### src/pkg/flash_sup_map.svh
// register offsets, mode codes, reset values and timing counts
`ifndef FLASH_SUP_MAP_SVH
`define FLASH_SUP_MAP_SVH
`define ADR_CTRL 4'h0
`define ADR_CAL 4'h1
`define ADR_STATUS 4'h2
`define ADR_OV 4'h3
`define CTRL_RESET 32'h0000_0000
`define OV_W 4
`define OV_MIN 4'h0
`define OV_MAX 4'hF
`define MODE_OFF 2'b00
`define MODE_DC 2'b01
`define MODE_FLASH 2'b10
`define MODE_VOLT 2'b11
`define CLK_HZ 100000000
`define PWM_HZ 30000
`define PWM_CYCLES (`CLK_HZ / `PWM_HZ)
`define STROBE_US 10
`define STROBE_CYCLES (`STROBE_US * (`CLK_HZ / 1000000))
`endif

### src/pkg/flash_sup_pkg.sv
// types of the flash supervisor block
package flash_sup_pkg;
	typedef enum logic [1:0] {CAL_IDLE, CAL_SETTLE, CAL_STROBE, CAL_JUDGE} cal_state_t;
	typedef struct packed {
		logic [1:0] mode;
		logic voltage_mode_enable;
		logic output_stage_select;
		logic thermistor_enable;
		logic high_current_select;
		logic [2:0] sink_enable_bits;
		logic [7:0] indicator_level_field;
		logic [3:0] output_voltage_field;
	} ctrl_t;
	typedef struct packed {
		logic boost_output_low;
		logic boost_output_high;
		logic recycling;
		logic therm_warm;
		logic therm_hot;
		logic die_hot;
		logic batt_ok;
		logic [2:0] headroom_ok;
	} sense_t;
endpackage : flash_sup_pkg

### src/logic/flash_supervisor_indicator_ctrl.sv
// supervisor, indicator and self-calibration logic of the flash driver
//
// Overview of operation
// - power-good active only in voltage regulation
// - shutdown: ready pin low or released
// - push-pull active high, open-drain active low
// - power-ok only inside -1.5/+2.5 percent window
// - power-ok low when voltage mode suspended
// - power-ok low while recycling energy downward
// - thermistor watch in light modes, gated otherwise
// - warm flag below 1.05 V, keep running
// - overheat below 0.345 V latches, shuts down in light modes only
// - die flags warn only, off in shutdown unless overheat latched
// - block switches below 2.3 V battery
// - ground output only when fully off
// - fixed 30 kHz pwm, duty from level
// - dimming only software dc-light, selected sinks
// - calibration start sweeps from minimum voltage
// - step voltage, strobe, judge sink headroom
// - high-current strobe with power stage off
// - stop at headroom, store voltage, set flag
// - flag clears at start; reads give result
// - current modes without voltage regulation
`timescale 1ns/100ps
`include "flash_sup_map.svh"
module flash_supervisor_indicator_ctrl #(
	parameter int PWM_CYCLES = `PWM_CYCLES,
	parameter int STROBE_CYCLES = `STROBE_CYCLES
) (
	input wire logic clk_i,
	input wire logic rst_i,
	input wire logic wb_cyc_i,
	input wire logic wb_stb_i,
	input wire logic wb_we_i,
	input wire logic [3:0] wb_adr_i,
	input wire logic [3:0] wb_sel_i,
	input wire logic [31:0] wb_dat_i,
	output logic [31:0] wb_dat_o,
	output logic wb_ack_o,
	input wire flash_sup_pkg::sense_t sense_i,
	output logic ready_out_o,
	output logic ready_oe_o,
	output logic power_ok_flag_o,
	output logic led_warm_flag_o,
	output logic led_overheat_flag_o,
	output logic junction_temp_flags_o,
	output logic therm_active_o,
	output logic switch_allow_o,
	output logic power_stage_on_o,
	output logic boost_output_ground_o,
	output logic [2:0] sink_drive_o,
	output logic safety_timer_en_o,
	output logic current_only_o,
	output logic [3:0] boost_output_target_o,
	output logic strobe_o
);
	import flash_sup_pkg::*;

	// 16-bit counters bound both periods
	if (PWM_CYCLES < 256 || PWM_CYCLES > 65535)
	begin : g_bad_pwm
		$error("pwm period out of range");
	end
	if (STROBE_CYCLES < 1 || STROBE_CYCLES > 65535)
	begin : g_bad_strobe
		$error("strobe length out of range");
	end

	typedef struct packed {
		ctrl_t ctrl;
		logic calibration_flag;
		logic cal_start;
		cal_state_t cal_state;
		logic [3:0] cal_ov;
		logic [3:0] cal_result;
		logic [15:0] cnt;
		logic [15:0] pwm_cnt;
		logic led_overheat;
		logic ack;
		logic [31:0] rdata;
		logic [1:0] s1_hot;
		logic [1:0] s1_warm;
		logic [1:0] s1_die;
		logic [1:0] s1_batt;
		logic [1:0] s1_low;
		logic [1:0] s1_high;
		logic [1:0] s1_rec;
		logic [2:0] hr_a;
		logic [2:0] hr_b;
	} state_t;

	state_t st_r, st_nxt;
	logic req, vreg, light, therm_on, pok, cal_busy, dim_on, pwm_hi;
	logic [2:0] hr_ok;

	assign req = wb_cyc_i & wb_stb_i & ~st_r.ack;
	// ----------------------------------------------------------------
	// mode decode
	// ----------------------------------------------------------------
	// voltage regulation active
	assign vreg = (st_r.ctrl.mode == `MODE_VOLT) |
		st_r.ctrl.voltage_mode_enable;
	assign light = (st_r.ctrl.mode == `MODE_DC) |
		(st_r.ctrl.mode == `MODE_FLASH);
	assign therm_on = light |
		((st_r.ctrl.mode == `MODE_VOLT) & st_r.ctrl.thermistor_enable);
	assign cal_busy = (st_r.cal_state != CAL_IDLE);
	assign pok = vreg & ~st_r.s1_low[1] & ~st_r.s1_high[1] &
		~st_r.s1_rec[1];
	assign dim_on = (st_r.ctrl.mode == `MODE_DC) &
		st_r.ctrl.voltage_mode_enable &
		(st_r.ctrl.indicator_level_field != 8'h00);
	// fixed-period pwm, duty from level
	// scaled compare: duty stays level/256 for any period length, full at level FF
	assign pwm_hi = ({8'h00, st_r.pwm_cnt, 8'h00} <
		(32'(st_r.ctrl.indicator_level_field) * 32'(PWM_CYCLES))) |
		(st_r.ctrl.indicator_level_field == 8'hFF);
	assign hr_ok = st_r.hr_b | ~st_r.ctrl.sink_enable_bits;

	// ----------------------------------------------------------------
	// next state
	// ----------------------------------------------------------------
	always_comb begin
		st_nxt = st_r;
		st_nxt.ack = req;
		st_nxt.cal_start = 1'b0;
		st_nxt.s1_hot = {st_r.s1_hot[0], sense_i.therm_hot};
		st_nxt.s1_warm = {st_r.s1_warm[0], sense_i.therm_warm};
		st_nxt.s1_die = {st_r.s1_die[0], sense_i.die_hot};
		st_nxt.s1_batt = {st_r.s1_batt[0], sense_i.batt_ok};
		st_nxt.s1_low = {st_r.s1_low[0], sense_i.boost_output_low};
		st_nxt.s1_high = {st_r.s1_high[0], sense_i.boost_output_high};
		st_nxt.s1_rec = {st_r.s1_rec[0], sense_i.recycling};
		st_nxt.hr_a = sense_i.headroom_ok;
		st_nxt.hr_b = st_r.hr_a;
		if (st_r.pwm_cnt >= 16'(PWM_CYCLES - 1))
			st_nxt.pwm_cnt = 16'h0000;
		else
			st_nxt.pwm_cnt = st_r.pwm_cnt + 16'h0001;
		if (req)
		begin
			unique case (wb_adr_i)
				`ADR_CTRL: st_nxt.rdata = 32'(st_r.ctrl[20:4]);
				`ADR_CAL: st_nxt.rdata = {31'h0, st_r.calibration_flag};
				`ADR_STATUS: st_nxt.rdata = {26'h0, st_r.s1_batt[1],
					junction_temp_flags_o, st_r.led_overheat,
					led_warm_flag_o, pok, cal_busy};
				`ADR_OV: st_nxt.rdata = {28'h0, st_r.calibration_flag ?
					st_r.cal_result : st_r.ctrl.output_voltage_field};
				default: st_nxt.rdata = 32'h0000_0000;
			endcase
		end
		if (req & wb_we_i)
		begin
			if (wb_adr_i == `ADR_CTRL)
			begin
				if (wb_sel_i[0])
				begin
					st_nxt.ctrl.mode = wb_dat_i[1:0];
					st_nxt.ctrl.voltage_mode_enable = wb_dat_i[2];
					st_nxt.ctrl.output_stage_select = wb_dat_i[3];
					st_nxt.ctrl.thermistor_enable = wb_dat_i[4];
					st_nxt.ctrl.high_current_select = wb_dat_i[5];
				end
				if (wb_sel_i[1])
					st_nxt.ctrl.sink_enable_bits = wb_dat_i[10:8];
				if (wb_sel_i[2])
					st_nxt.ctrl.indicator_level_field = wb_dat_i[23:16];
			end
			if (wb_adr_i == `ADR_OV && wb_sel_i[0])
				st_nxt.ctrl.output_voltage_field = wb_dat_i[3:0];
			if (wb_adr_i == `ADR_CAL && wb_sel_i[0] && wb_dat_i[0] &&
				!cal_busy)
				st_nxt.cal_start = 1'b1;
		end
		if (light & st_r.s1_hot[1])
		begin
			st_nxt.led_overheat = 1'b1;
			st_nxt.ctrl.mode = `MODE_OFF;
		end
		else if (req & wb_we_i & (wb_adr_i == `ADR_STATUS) & wb_dat_i[3])
			st_nxt.led_overheat = 1'b0;
		unique case (st_r.cal_state)
			CAL_IDLE:
				if (st_r.cal_start)
				begin
					st_nxt.calibration_flag = 1'b0;
					st_nxt.cal_ov = `OV_MIN;
					st_nxt.cnt = 16'(STROBE_CYCLES);
					st_nxt.cal_state = CAL_SETTLE;
				end
			CAL_SETTLE:
				if (st_r.cnt == 16'h0000)
				begin
					st_nxt.cnt = 16'(STROBE_CYCLES);
					st_nxt.cal_state = CAL_STROBE;
				end
				else
					st_nxt.cnt = st_r.cnt - 16'h0001;
			CAL_STROBE:
				if (st_r.cnt == 16'h0000)
					st_nxt.cal_state = CAL_JUDGE;
				else
					st_nxt.cnt = st_r.cnt - 16'h0001;
			CAL_JUDGE:
			begin
				if ((&hr_ok) || st_r.cal_ov == `OV_MAX)
				begin
					st_nxt.cal_result = st_r.cal_ov;
					st_nxt.ctrl.output_voltage_field = st_r.cal_ov;
					st_nxt.calibration_flag = 1'b1;
					st_nxt.cal_state = CAL_IDLE;
				end
				else
				begin
					st_nxt.cal_ov = st_r.cal_ov + 4'h1;
					st_nxt.cnt = 16'(STROBE_CYCLES);
					st_nxt.cal_state = CAL_SETTLE;
				end
			end
		endcase
	end

	always_ff @(posedge clk_i)
	begin
		if (rst_i)
		begin
			st_r <= '0;
			st_r.cal_state <= CAL_IDLE;
		end
		else
			st_r <= st_nxt;
	end

	// ----------------------------------------------------------------
	// outputs
	// ----------------------------------------------------------------
	assign wb_ack_o = st_r.ack;
	assign wb_dat_o = st_r.rdata;
	assign power_ok_flag_o = pok;
	assign ready_out_o = st_r.ctrl.output_stage_select ? 1'b0 : pok;
	assign ready_oe_o = st_r.ctrl.output_stage_select ? pok : 1'b1;
	assign therm_active_o = therm_on;
	assign led_warm_flag_o = therm_on & st_r.s1_warm[1];
	assign led_overheat_flag_o = st_r.led_overheat;
	assign junction_temp_flags_o = (st_r.ctrl.mode != `MODE_OFF) &
		st_r.s1_die[1] | st_r.led_overheat;
	assign switch_allow_o = st_r.s1_batt[1];
	assign power_stage_on_o = st_r.s1_batt[1] &
		(st_r.ctrl.mode != `MODE_OFF | st_r.ctrl.voltage_mode_enable |
		cal_busy) &
		~(cal_busy & (st_r.cal_state == CAL_STROBE) &
		st_r.ctrl.high_current_select);
	assign boost_output_ground_o = (st_r.ctrl.mode == `MODE_OFF) &
		~st_r.ctrl.voltage_mode_enable & ~st_r.ctrl.high_current_select &
		~cal_busy;
	assign sink_drive_o = st_r.ctrl.sink_enable_bits &
		{3{(dim_on ? pwm_hi : light) | strobe_o}};
	assign safety_timer_en_o = light & ~dim_on;
	assign current_only_o = light & ~st_r.ctrl.voltage_mode_enable;
	assign boost_output_target_o = cal_busy ? st_r.cal_ov :
		st_r.ctrl.output_voltage_field;
	assign strobe_o = (st_r.cal_state == CAL_STROBE);
endmodule : flash_supervisor_indicator_ctrl

### config.mk
export PLATFORM = sky130hd
export DESIGN_NAME = flash_supervisor_indicator_ctrl
export DESIGN_NICKNAME = d
export VERILOG_FILES = /design/src/pkg/flash_sup_pkg.sv /design/src/logic/flash_supervisor_indicator_ctrl.sv
export VERILOG_INCLUDE_DIRS = /design/src /design/src/pkg
export SDC_FILE = /design/constraint.sdc
export NUM_CORES = 1
export LEC_CHECK = 0
export BUFFER_PORTS_ARGS = -buffer_cell sky130_fd_sc_hd__buf_2
export CORE_MARGIN = 1
export CORE_UTILIZATION = 61
export CTS_CLUSTER_SIZE = 24
export DETAILED_ROUTE_END_ITERATION = 8
export PLACE_DENSITY = 0.86
export REMOVE_ABC_BUFFERS = 1
export SLEW_MARGIN = 25
export SYNTH_ARGS = -nofsm -noshare
export SYNTH_HDL_FRONTEND = slang
export SYNTH_SLANG_ARGS = --single-unit
### constraint.sdc
create_clock -name clk_i -period 13.7 [get_ports clk_i]
set_input_delay 3.425 -clock clk_i [delete_from_list [all_inputs] [get_ports clk_i]]
set_output_delay 3.425 -clock clk_i [all_outputs]
set_load 0.01 [all_outputs]
Word-level counts from Yosys, hierarchy flattened
Cells that the tools add are included.
Word-level totals
  bits in registers: 119
  output and inout port bits: 53
Cells by class
  multiply operators: 1
  eq/ne operators: 17
  reduce and logical (&&, ||, !) cells: 27
  bitwise operators: 44
  add/subtract/negate cells: 3
  order comparisons: 2
  mux-type cells: 27
Operators with widths (count)
  $pmux W17 S4: 1
  $mux W16: 4
  $pmux W16 S4: 1
  $lt A24 B20 Y1: 1
  $mux W4: 6
  $reduce_and A3 Y1: 8
  $and A1 B1 Y1: 23
  $mul A8 B12 Y20 const B: 1
  $add A16 B1 Y16 const B: 1
  $ge A16 B12 Y1 const B: 1
  $logic_not A16 Y1: 1
  $sub A16 B1 Y16 const B: 1
  $ne A2 B2 Y1 const B: 5
  $not A1 Y1: 10
  $eq A2 B2 Y1 const B: 4
  $eq A4 B2 Y1 const B: 2
  $eq A8 B8 Y1 const B: 1
  $mux W1: 8
  $or A1 B1 Y1: 8
  $pmux W2 S4: 1
  $pmux W4 S2: 1
  $reduce_bool A2 Y1: 4
  $reduce_bool A8 Y1: 1
  $mux W6: 1
  18 further kinds: 26

Longest topological paths before layout
Gate-level depths: netlist of run 1.
  depth in word-level cells: 7
  depth in mapped cells: 20

Least setup slack after synthesis of run 1
OpenSTA, ideal clock, no wires.
  path kind: flip-flop to output port
  from: register st_r[107] (netlist name)
  to: output sink_drive_o[0]
  cell stages (with the launch flop): 19
  data arrival time: 4.370 ns
  path slack: 5.905 ns
  path buffers: 0
  cell sequence: dfxtp_1 -> ha_1 -> ha_1 -> inv_1 -> fa_1 -> inv_1 -> ha_1 -> ha_1 -> o21ai_0 -> a211oi_1 -> a211oi_1 -> xnor2_1 -> ha_1 -> and4_1 -> and3_1 -> nand4b_1 -> a21o_1 -> a2111oi_0 -> nor2_1
On the way
  cells in the longest elaborated chain, start to end: 6
  elaborated cells between the ends (all ways): 9
  classes of those cells: 1 x mul; 1 x order compare; 1 x eq/ne; 1 x mux; 4 x bitwise; 1 x reduce/logical
Ends and longest elaborated chain
  start, declared: line flash_supervisor_indicator_ctrl.sv:92  | state_t st_r, st_nxt;
  start signal, assigned: line flash_supervisor_indicator_ctrl.sv:232  | st_r <= st_nxt;
  $mul A8 B12 Y20: line flash_supervisor_indicator_ctrl.sv:116  | (32'(st_r.ctrl.indicator_level_field) * 32'(PWM_CYCLES))) |
  $lt A24 B20 Y1: line flash_supervisor_indicator_ctrl.sv:115  | assign pwm_hi = ({8'h00, st_r.pwm_cnt, 8'h00} <
  $or A1 B1 Y1: line flash_supervisor_indicator_ctrl.sv:116
  $mux W1 *: line flash_supervisor_indicator_ctrl.sv:258  | {3{(dim_on ? pwm_hi : light) | strobe_o}};
  $or A1 B1 Y1 *: line flash_supervisor_indicator_ctrl.sv:258
  $and A3 B3 Y3 *: line flash_supervisor_indicator_ctrl.sv:257  | assign sink_drive_o = st_r.ctrl.sink_enable_bits &
  end, declared: line flash_supervisor_indicator_ctrl.sv:51  | output logic [2:0] sink_drive_o,
Every way passes the cells marked *; elsewhere a longest branch is shown, timed or not.

Worst setup path in the final report of run 1
  from: register st_r[107] (netlist name)
  to: output sink_drive_o[2]
The elaborated chain is that of the path after synthesis.

==> metrics.txt, run 1 <==
global route overflow 0; #FFs+latches synth 104; Post-Synth Adder-Cell Area 18.09%; Final Hold Viols 0; Starting Density 63.52%; worst-skew pair later-pin latency 0.38 ns; Main synth FF type dfxtp_1; xor and xnor area share after synthesis 4.035%; antenna violations before repair 0; Clock Path Buffers 2; TritonCTS buffer count 9; RePlAce Congestion 0.8929; share of layout cells above drive strength 1 13.82%; RSZ-0062 raised after global routing false; top post-synthesis cells by area dfxtp_1 (33%), ha_1 (16%), nor2_1 (5.6%), a21oi_1 (4.0%), mux2i_1 (4.0%); Worst Path Max Fanout 8; commonest cells in the synthesized netlist dfxtp_1 (104), nor2_1 (94), ha_1 (83); worst min path class register to register; GRT Total Usage 27.04%; vias in the first global route 5106; DIE AREA 10730 µm²; 1st-pass router iterations 5; Final period util 68.10%; Post-DP HPWL 10590 µm; most frequent cell after synthesis dfxtp_1; routed length per placed instance 15.72 µm; clk sinks 104; IO Count 108; Unique masters post-synth 54; Slew Limit Fails 0; vias 5279; n_diodes 0; Horiz. Die Dim 103.6 µm; hold_buf cts 0; WHS Path Cells 1; post-cts resize count 0; Seq/Total Area, Yosys 33.07%; Yosys top cell area share 33.07%; global-route wire length before repair 23530 µm; Routed Antenna Nets 0; crit path kind register to primary output; Worst Reg2Reg Path Length in Cells 8; Post-Syn Area 6295 µm²; final net count 912; EDFF count, synth 0; die extent in y 103.6 µm; std cell rows 36; post-synthesis compound-gate area fraction 13.75%; CTS tree done; simple logic cell fraction of the synthesized area 19.34%; main combinational cell family by area after synthesis simple AND/OR/NAND/NOR gates; DRT iter0 DRCs 295; Max Fclk 0.1072 GHz; CP endpoint kind primary output; Power per Cell Area 106.6 nW/µm²; Vias/cell 5.820; Mapped Avg Cell Area 8.792 µm²; post-layout min period 9.329 ns; CP required 10.27 ns; max-cap violation count 0; drt drc 0; static leakage 3.303 nW; status finished, final reports clean; Worst EP arrival 5.90 ns; Setup Fix Bufs, Post-CTS 0; core area 9910 µm²; largest net degree at the start of global routing 80; Total Routed Length 14260 µm; H-tree levels 3; share of synthesized registers carrying an async set or reset 0%; Startpoint Class register; setup tns final 0 ns; top cell type by total area after synthesis dfxtp_1; Post-Syn Instances 716; Area growth, synth to finish 7.653%; Rel. slew slack 40.74%; Yosys Warn Count 0; CTS Root Cell clkbuf_8; Worst VDD drop 0.08465 mV; final setup fails 0; Tot Pwr 0.7226 mW; clock slew at reported path FFs 0.11 ns; clock skew 0.01349 ns; mux cell area share after synthesis 4.691%; Least-Margin Pin Slew 0.8665 ns; number of port buffers 76
## placed cells by master, fill, tap and decap left out, types with 2 or more instances in the layout
cell type / n
nand2_1: 49
a211oi_1: 8
o21bai_1: 2
and3_1: 10
and2_1: 4
nand2b_1: 4
conb_1: 19
fa_1: 5
xor2_1: 17
inv_1: 28
nor4_1: 5
or3_1: 2
nor2b_1: 26
a31o_2: 2
mux2_2: 4
a31oi_1: 2
clkbuf_8: 9
a21boi_0: 2
mux2i_1: 25
nor2_1: 94
o21ai_0: 25
o211ai_1: 3
inv_6: 3
nand4_1: 7
nand3b_1: 3
a2111oi_0: 2
ha_1: 83
o31ai_1: 3
buf_2: 76
or4_1: 3
dfxtp_1: 104
nand4b_1: 2
a21o_1: 9
nand3_1: 20
a21oi_1: 50
buf_4: 3
xnor2_1: 12
nor3_1: 10
a22oi_1: 16
a32oi_1: 3
## state kept, by name, indices dropped and copies added (netlist names)
signal / flops
switch_allow_o: 1
wb_ack_o: 1
led_overheat_flag_o: 1
st_nxt: 10
st_r: 74
wb_dat_o: 17
## through the flow
| step | area (µm²) | setup slack [ns] | hold slack (ns) | std cells | util, % |
|---|---|---|---|---|---|
| finish | 6777 | 4.371 | 0.4483 | 907 | 68.38 |
| global route | 6777 | 4.101 | 0.4651 | 907 | 68.38 |
| CTS | 6777 | 4.376 | 0.4453 | 907 | 68.38 |
| detailed placement | 6599 | 4.902 | 0.4212 | 891 | 66.59 |
| global placement | 6599 | 5.030 | 0.4181 | 891 | 66.59 |
| floorplan | 6030 | 5.905 | 0.4138 | 679 | - |
## final timing paths
check / from / endpoint / slack [ns]
hold / removal: st_nxt[19] / st_r[19] / 0.45
hold reg to reg: st_nxt[19] / st_r[19] / 0.45
setup / recovery: st_r[107] / sink_drive_o[2] / 4.37
setup reg to reg: st_r[70] / st_r[84] / 10.95
## where the power goes
| group | internal, mW | leakage, nW | switching (mW) |
|---|---|---|---|
| Combinational | 0.0763 | 2.37 | 0.126 |
| Clock | 0.0692 | 0.0896 | 0.113 |
| Sequential | 0.319 | 0.844 | 0.0186 |
## layer usage
layer	GRT usage (%)	part of all wire, %
met5	0	0
met4	12.32	2.8
met3	5.601	5.7
met2	47.46	50
met1	31.55	42
## cells by family (layout without fill, tap and decap cells)
| kind of cell | count (synthesis) | in the layout |
|---|---|---|
| muxes | 29 | 29 |
| AOI/OAI and AO/OA | 135 | 135 |
| xor gates and xnor gates | 29 | 29 |
| other | 1 | 19 |
| DFF | 104 | 104 |
| adders and majority gates | 88 | 88 |
| buffers and inverters | 83 | 123 |
| and+or+nand+nor | 247 | 247 |
## cell type report
cell class / count / area [µm²]
clock inverter: 6 / 50.05
timing repair buffer: 79 / 402.9
multi-input combinational: 547 / 3842
inverter: 28 / 105.1
clock buffer: 10 / 127.6
sequential: 104 / 2082
tap: 133 / 166.4
fill: 775 / 3133
## worst max-delay path, cell delays in order, from the launching register on
cell and delay (ns):
dfxtp_1 0.58, ha_1 0.29, ha_1 0.17, inv_1 0.05, fa_1 0.48, inv_1 0.05
ha_1 0.29, ha_1 0.37, o21ai_0 0.29, a211oi_1 0.15, a211oi_1 0.48, xnor2_1 0.12
ha_1 0.33, and4_1 0.24, and3_1 0.15, nand4b_1 0.14, a21o_1 0.23, a2111oi_0 0.80
nor2_1 0.12, buf_2 0.18
(Power assumes the default switching activity.)
==> inputs of run 2 (changes only) <==
- CORE_UTILIZATION: 61 -> 51
- PLACE_DENSITY: 0.86 -> 0.76
- clock period: 13.7 -> 7.6 ns (I/O delays scaled with it)
==> run 2 against run 1 <==
Combinational power is 76% higher. Highest routed layer unchanged. Clock-buffer cell count stayed put. Die area is 19% higher. Via count is 1.1% lower. Clock power is 150% higher. Register-to-register slack worse by 6.1 ns. Setup slack worse by 4.1 ns. Non-clock buffer count is 1 higher. Largest cell class unchanged. Final cell count is 1.7% higher.
==> metrics.txt, run 2 (synthesis gave the netlist of run 1 again) <==
clk sinks 104; met2 Track Usage GR 40.61%; part of the power in registers 43.0%; TritonCTS buffer count 9; Least-Margin Pin Slew 0.8380 ns; CP required 5.70 ns; Seq. cell area 2082 µm²; Max stage delay on crit path 0.52 ns; Setup Fix Bufs, Post-CTS 0; Final period util 96.37%; crit path kind register to primary output; placed inst area 6624 µm²; die extent in y 113.1 µm; Worst path slowest cell dfxtp_1; Clock Path Buffers 2; number of port buffers 76; Area growth, synth to finish 9.839%; Switch Pwr 0.4708 mW; drt drc 0; area of the multi-input gates 3842 µm²; Worst EP arrival 5.42 ns; routed length per placed instance 15.26 µm; CP endpoint kind primary output; RSZ-0062 raised after global routing false; Reg with most FFs st_r; global-route wire length before repair 23870 µm; setup tns final 0 ns; Clk pwr share 31.8%; Routed Antenna Nets 0; DRT iter0 DRCs 274; worst-path cell chain ha_1, ha_1, inv_1, fa_1, inv_1, ha_1, ha_1, o21ai_0, a211oi_1, a211oi_1, xnor2_1, ha_1, and4_1, and3_1, nand4b_1, a21o_1, a2111oi_0, buf_4, nor2_1, buf_2; Gate power share 25.2%; static leakage 3.357 nW; Hold Slack 0.4412 ns; Startpoint Class register; GR peak layer met2; post-cts resize count 0; reg-to-reg endpoint st_r[84]; grt met1 use 27.39%; clock skew 0.006508 ns; CTS tree done; setup slack, reg-to-reg 4.89 ns; post-layout min period 7.324 ns; Slew Limit Fails 0; Max Fclk 0.1365 GHz; worst min path class register to register; largest net degree at the start of global routing 51; commonest cells after routing, fill and taps aside dfxtp_1 (104), nor2_1 (94), ha_1 (83); clock slew at reported path FFs 0.07 ns; switching part of the total 33.28%; IO Count 108; vias in the first global route 5119; Vias/cell 5.661; Post-DP HPWL 10680 µm; # fillers 1077; worst-skew pair later-pin latency 0.35 ns; Top cell by count, worst path ha_1; Worst VDD drop 0.1572 mV; Final Hold Viols 0; commonest non-fill, non-tap cell in the layout dfxtp_1; Power per Cell Area 204.6 nW/µm²; global route overflow 0; 1st-pass router iterations 6; max reg flops 74; hold_buf cts 0; hold path endpoint st_r[11]; Hold Startpoint st_nxt[11]; WHS Path Cells 1; post-route cell area 6914 µm²; GRT met3 Usage 4.553%; antenna violations before repair 0; vias 5219; n_diodes 0; Horiz. Die Dim 113.1 µm; final setup fails 0; status finished, final reports clean; RePlAce Congestion 0.8535; internal power 0.9438 mW; core area 12010 µm²; Post-Place Worst Slack 0.7621 ns; final setup margin 0.2757 ns; Final Util 57.56%; std cell rows 40; share of layout cells above drive strength 1 13.94%; Starting Density 52.41%; Crit Reg-Reg Startpoint st_r[70]; final net count 913; max-cap violation count 0; H-tree levels 3; DIE AREA 12790 µm²; Total Routed Length 14070 µm; Worst Path Max Fanout 8; Rel. slew slack 44.13%; Worst Reg2Reg Path Length in Cells 8; CTS Root Cell clkbuf_16; GRT Total Usage 23.16%
==> run 2: area by class of cell <==
| class | count | share of cell area [%] |
|---|---|---|
| Clock buffer | 10 | 3.312 |
| Tap cell | 147 | 2.660 |
| Sequential cell | 104 | 30.11 |
| Timing Repair Buffer | 80 | 5.936 |
| Clock inverter | 6 | 0.8867 |
| Inverter | 28 | 1.520 |
| Multi-Input combinational cell | 547 | 55.57 |
==> run 2: metal layers <==
metal | vias up | share of wire [%]
li1 | 2555 | -
met1 | 2441 | 42
met2 | 195 | 50
met3 | 28 | 5.4
met4 | 0 | 2.6
met5 | - | 0
==> run 2: metrics by stage <==
stage               power, mW  cells
floorplan              0.8819    679
global placement       0.9613    906
detailed placement     0.9702    906
CTS                     1.421    922
global route            1.495    922
finish                  1.415    922
==> run 2: power groups by stage <==
stage / sequential, mW / combinational (mW) / clock [mW]
after floorplan: 0.613 / 0.269 / 0
after global routing: 0.614 / 0.402 / 0.480
after detailed placement: 0.621 / 0.349 / 0
after global placement: 0.618 / 0.343 / 0
after CTS: 0.609 / 0.351 / 0.461
final: 0.609 / 0.356 / 0.450
==> run 2: worst max-delay path: cells and delay by family (launching register included) <==
kind                     cells  cell delay [ns]
AO/OA/AOI/OAI                5             1.55
XOR/XNOR                     1             0.13
flip-flops                   1             0.52
buffers and inverters        4             0.43
adder cells (fa/ha/maj)      6             1.88
AND/OR/NAND/NOR              4             0.56
==> run 2: how the worst max path moves through the flow <==
| stage | slack (ns) | start | cells after the start | endpoint |
|---|---|---|---|---|
| CTS | 0.30 | st_r[107] | 20 | sink_drive_o[1] |
| global route | 0.04 | st_r[107] | 20 | sink_drive_o[2] |
| global placement | 0.79 | st_r[107] | 20 | sink_drive_o[0] |
| finish | 0.28 | st_r[107] | 20 | sink_drive_o[1] |
| detailed placement | 0.76 | st_r[107] | 20 | sink_drive_o[1] |
| floorplan | 1.33 | st_r[107] | 18 | sink_drive_o[0] |
==> inputs of run 3 (changes only) <==
- SETUP_SLACK_MARGIN: unset -> 0.3
==> run 3 against run 2 <==
Global-route usage about the same. Critical endpoint unchanged. Critical path depth rose by 2. Non-clock buffer count stayed put. Total power decreased by 0.13%. Via count about the same. Critical path type unchanged.
==> metrics.txt, run 3 (synthesis gave the netlist of run 1 again) <==
Vias/cell 5.656; routed length per placed instance 15.23 µm; max reg flops 74; vias in the first global route 5128; Final Hold Viols 0; Worst Path Max Fanout 8; Worst Reg2Reg Path Length in Cells 8; TritonCTS buffer count 9; global route overflow 0; commonest cells after routing, fill and taps aside dfxtp_1 (99), nor2_1 (94), ha_1 (83); max-cap violation count 0; status finished, final reports clean; CP required 5.70 ns; Crit Reg-Reg Startpoint st_r[70]; Max stage delay on crit path 0.47 ns; worst-path cell chain ha_1, ha_1, inv_1, fa_1, inv_1, ha_1, ha_1, a21oi_1, o21ai_0, and2_1, o21ai_0, nand2b_1, xnor2_1, ha_1, and4_1, and3_1, nand4b_1, a21o_1, a2111oi_0, buf_4, nor2_1, buf_2; Worst path slowest cell fa_1; H-tree levels 3; Slew Limit Fails 0; hold_buf cts 0; clk sinks 104; clock skew 0.007061 ns; drt drc 0; Post-Place Worst Slack 0.7621 ns; die extent in y 113.1 µm; n_diodes 0; Reg with most FFs st_r; Power per Cell Area 204.0 nW/µm²; GRT Total Usage 23.17%; post-layout min period 7.060 ns; CP Buf/Inv Count 4; WHS Path Cells 1; reg-to-reg endpoint st_r[84]; Routed Antenna Nets 0; core area 12010 µm²; crit path kind register to primary output; DIE AREA 12790 µm²; non-filler cells in the finished layout 922; setup tns final 0 ns; Clock Path Buffers 2; final net count 913; Max Fclk 0.1416 GHz; delay-heaviest family, CP adder cells; Hold Startpoint st_nxt[11]; Worst VDD drop 0.1566 mV; Startpoint Class register; Inst Count DP 906; 1st-pass router iterations 6; worst min path class register to register; hold path endpoint st_r[11]; commonest non-fill, non-tap cell in the layout dfxtp_1; Final Util 57.66%; global-route wire length before repair 23890 µm; Rel. slew slack 44.96%; post-route cell area 6925 µm²; antenna violations before repair 0; std cell rows 40; post-cts resize count 1; Total Routed Length 14040 µm; largest net degree at the start of global routing 51; Setup Fix Bufs, Post-CTS 0; static leakage 3.360 nW; final setup margin 0.5402 ns; Tot Pwr 1.413 mW; Hold Slack 0.4412 ns; Post-DP HPWL 10680 µm; Starting Density 52.41%; vias 5215; Horiz. Die Dim 113.1 µm; RSZ-0062 raised after global routing false; clock slew at reported path FFs 0.07 ns; Worst EP arrival 5.16 ns; RePlAce Congestion 0.8535; placed inst area 6624 µm²; DRT iter0 DRCs 250; IO Count 108; Least-Margin Pin Slew 0.8256 ns; number of port buffers 76; CP endpoint kind primary output; final setup fails 0; setup slack, reg-to-reg 4.90 ns; CTS tree done; CTS Root Cell clkbuf_16; worst-skew pair later-pin latency 0.35 ns; share of layout cells above drive strength 1 14.71%; Final period util 92.89%; Top cell by count, worst path ha_1; Area growth, synth to finish 10.02%
## run 3: cell count changes in the layout (fill, tap and decap cells not counted)
| cell | delta |
|---|---|
| a211oi_1 | -1 |
| dfxtp_2 | +5 |
| dfxtp_1 | -5 |
| o21ai_1 | +1 |
| o21ai_0 | -1 |
| a211oi_2 | +1 |
## run 3: worst register-to-register path, cell delays in order, from the launching register on
cell and delay [ns]:
dfxtp_1 0.40, inv_1 0.10, ha_1 0.20, nor4b_2 0.17
and4_4 0.23, a221oi_4 0.73, nand4_2 0.23, or4_1 0.43
a21oi_1 0.15
## run 3: power breakdown
| part | leakage, nW | internal [mW] | switching, mW |
|---|---|---|---|
| sequential | 0.847 | 0.576 | 0.0330 |
| combinational | 2.38 | 0.137 | 0.217 |
| clock | 0.138 | 0.231 | 0.219 |
## run 3: worst max path at each step
stage               depth (start not counted)         endpoint  slack, ns  startpoint
finish                                     22  sink_drive_o[1]       0.54   st_r[107]
global route                               22  sink_drive_o[2]       0.32   st_r[107]
CTS                                        20  sink_drive_o[1]       0.41   st_r[107]
detailed placement                         20  sink_drive_o[1]       0.76   st_r[107]
global placement                           20  sink_drive_o[0]       0.79   st_r[107]
floorplan                                  18  sink_drive_o[0]       1.33   st_r[107]
## run 3: routing by layer
metal,routed length [µm],track usage [%]
met5,0,0
met3,813,4.553
met1,5870,27.36
met2,6984,40.70
met4,369,10.35
## run 3: area by class of cell
type	count	area [µm²]
inverters	28	105.1
multi-input cells	547	3847
flip-flops and latches	104	2088
repair buffers	80	410.4
well taps	147	183.9
fillers	1073	5086
clock inverters	6	61.31
clock buffers	10	229.0
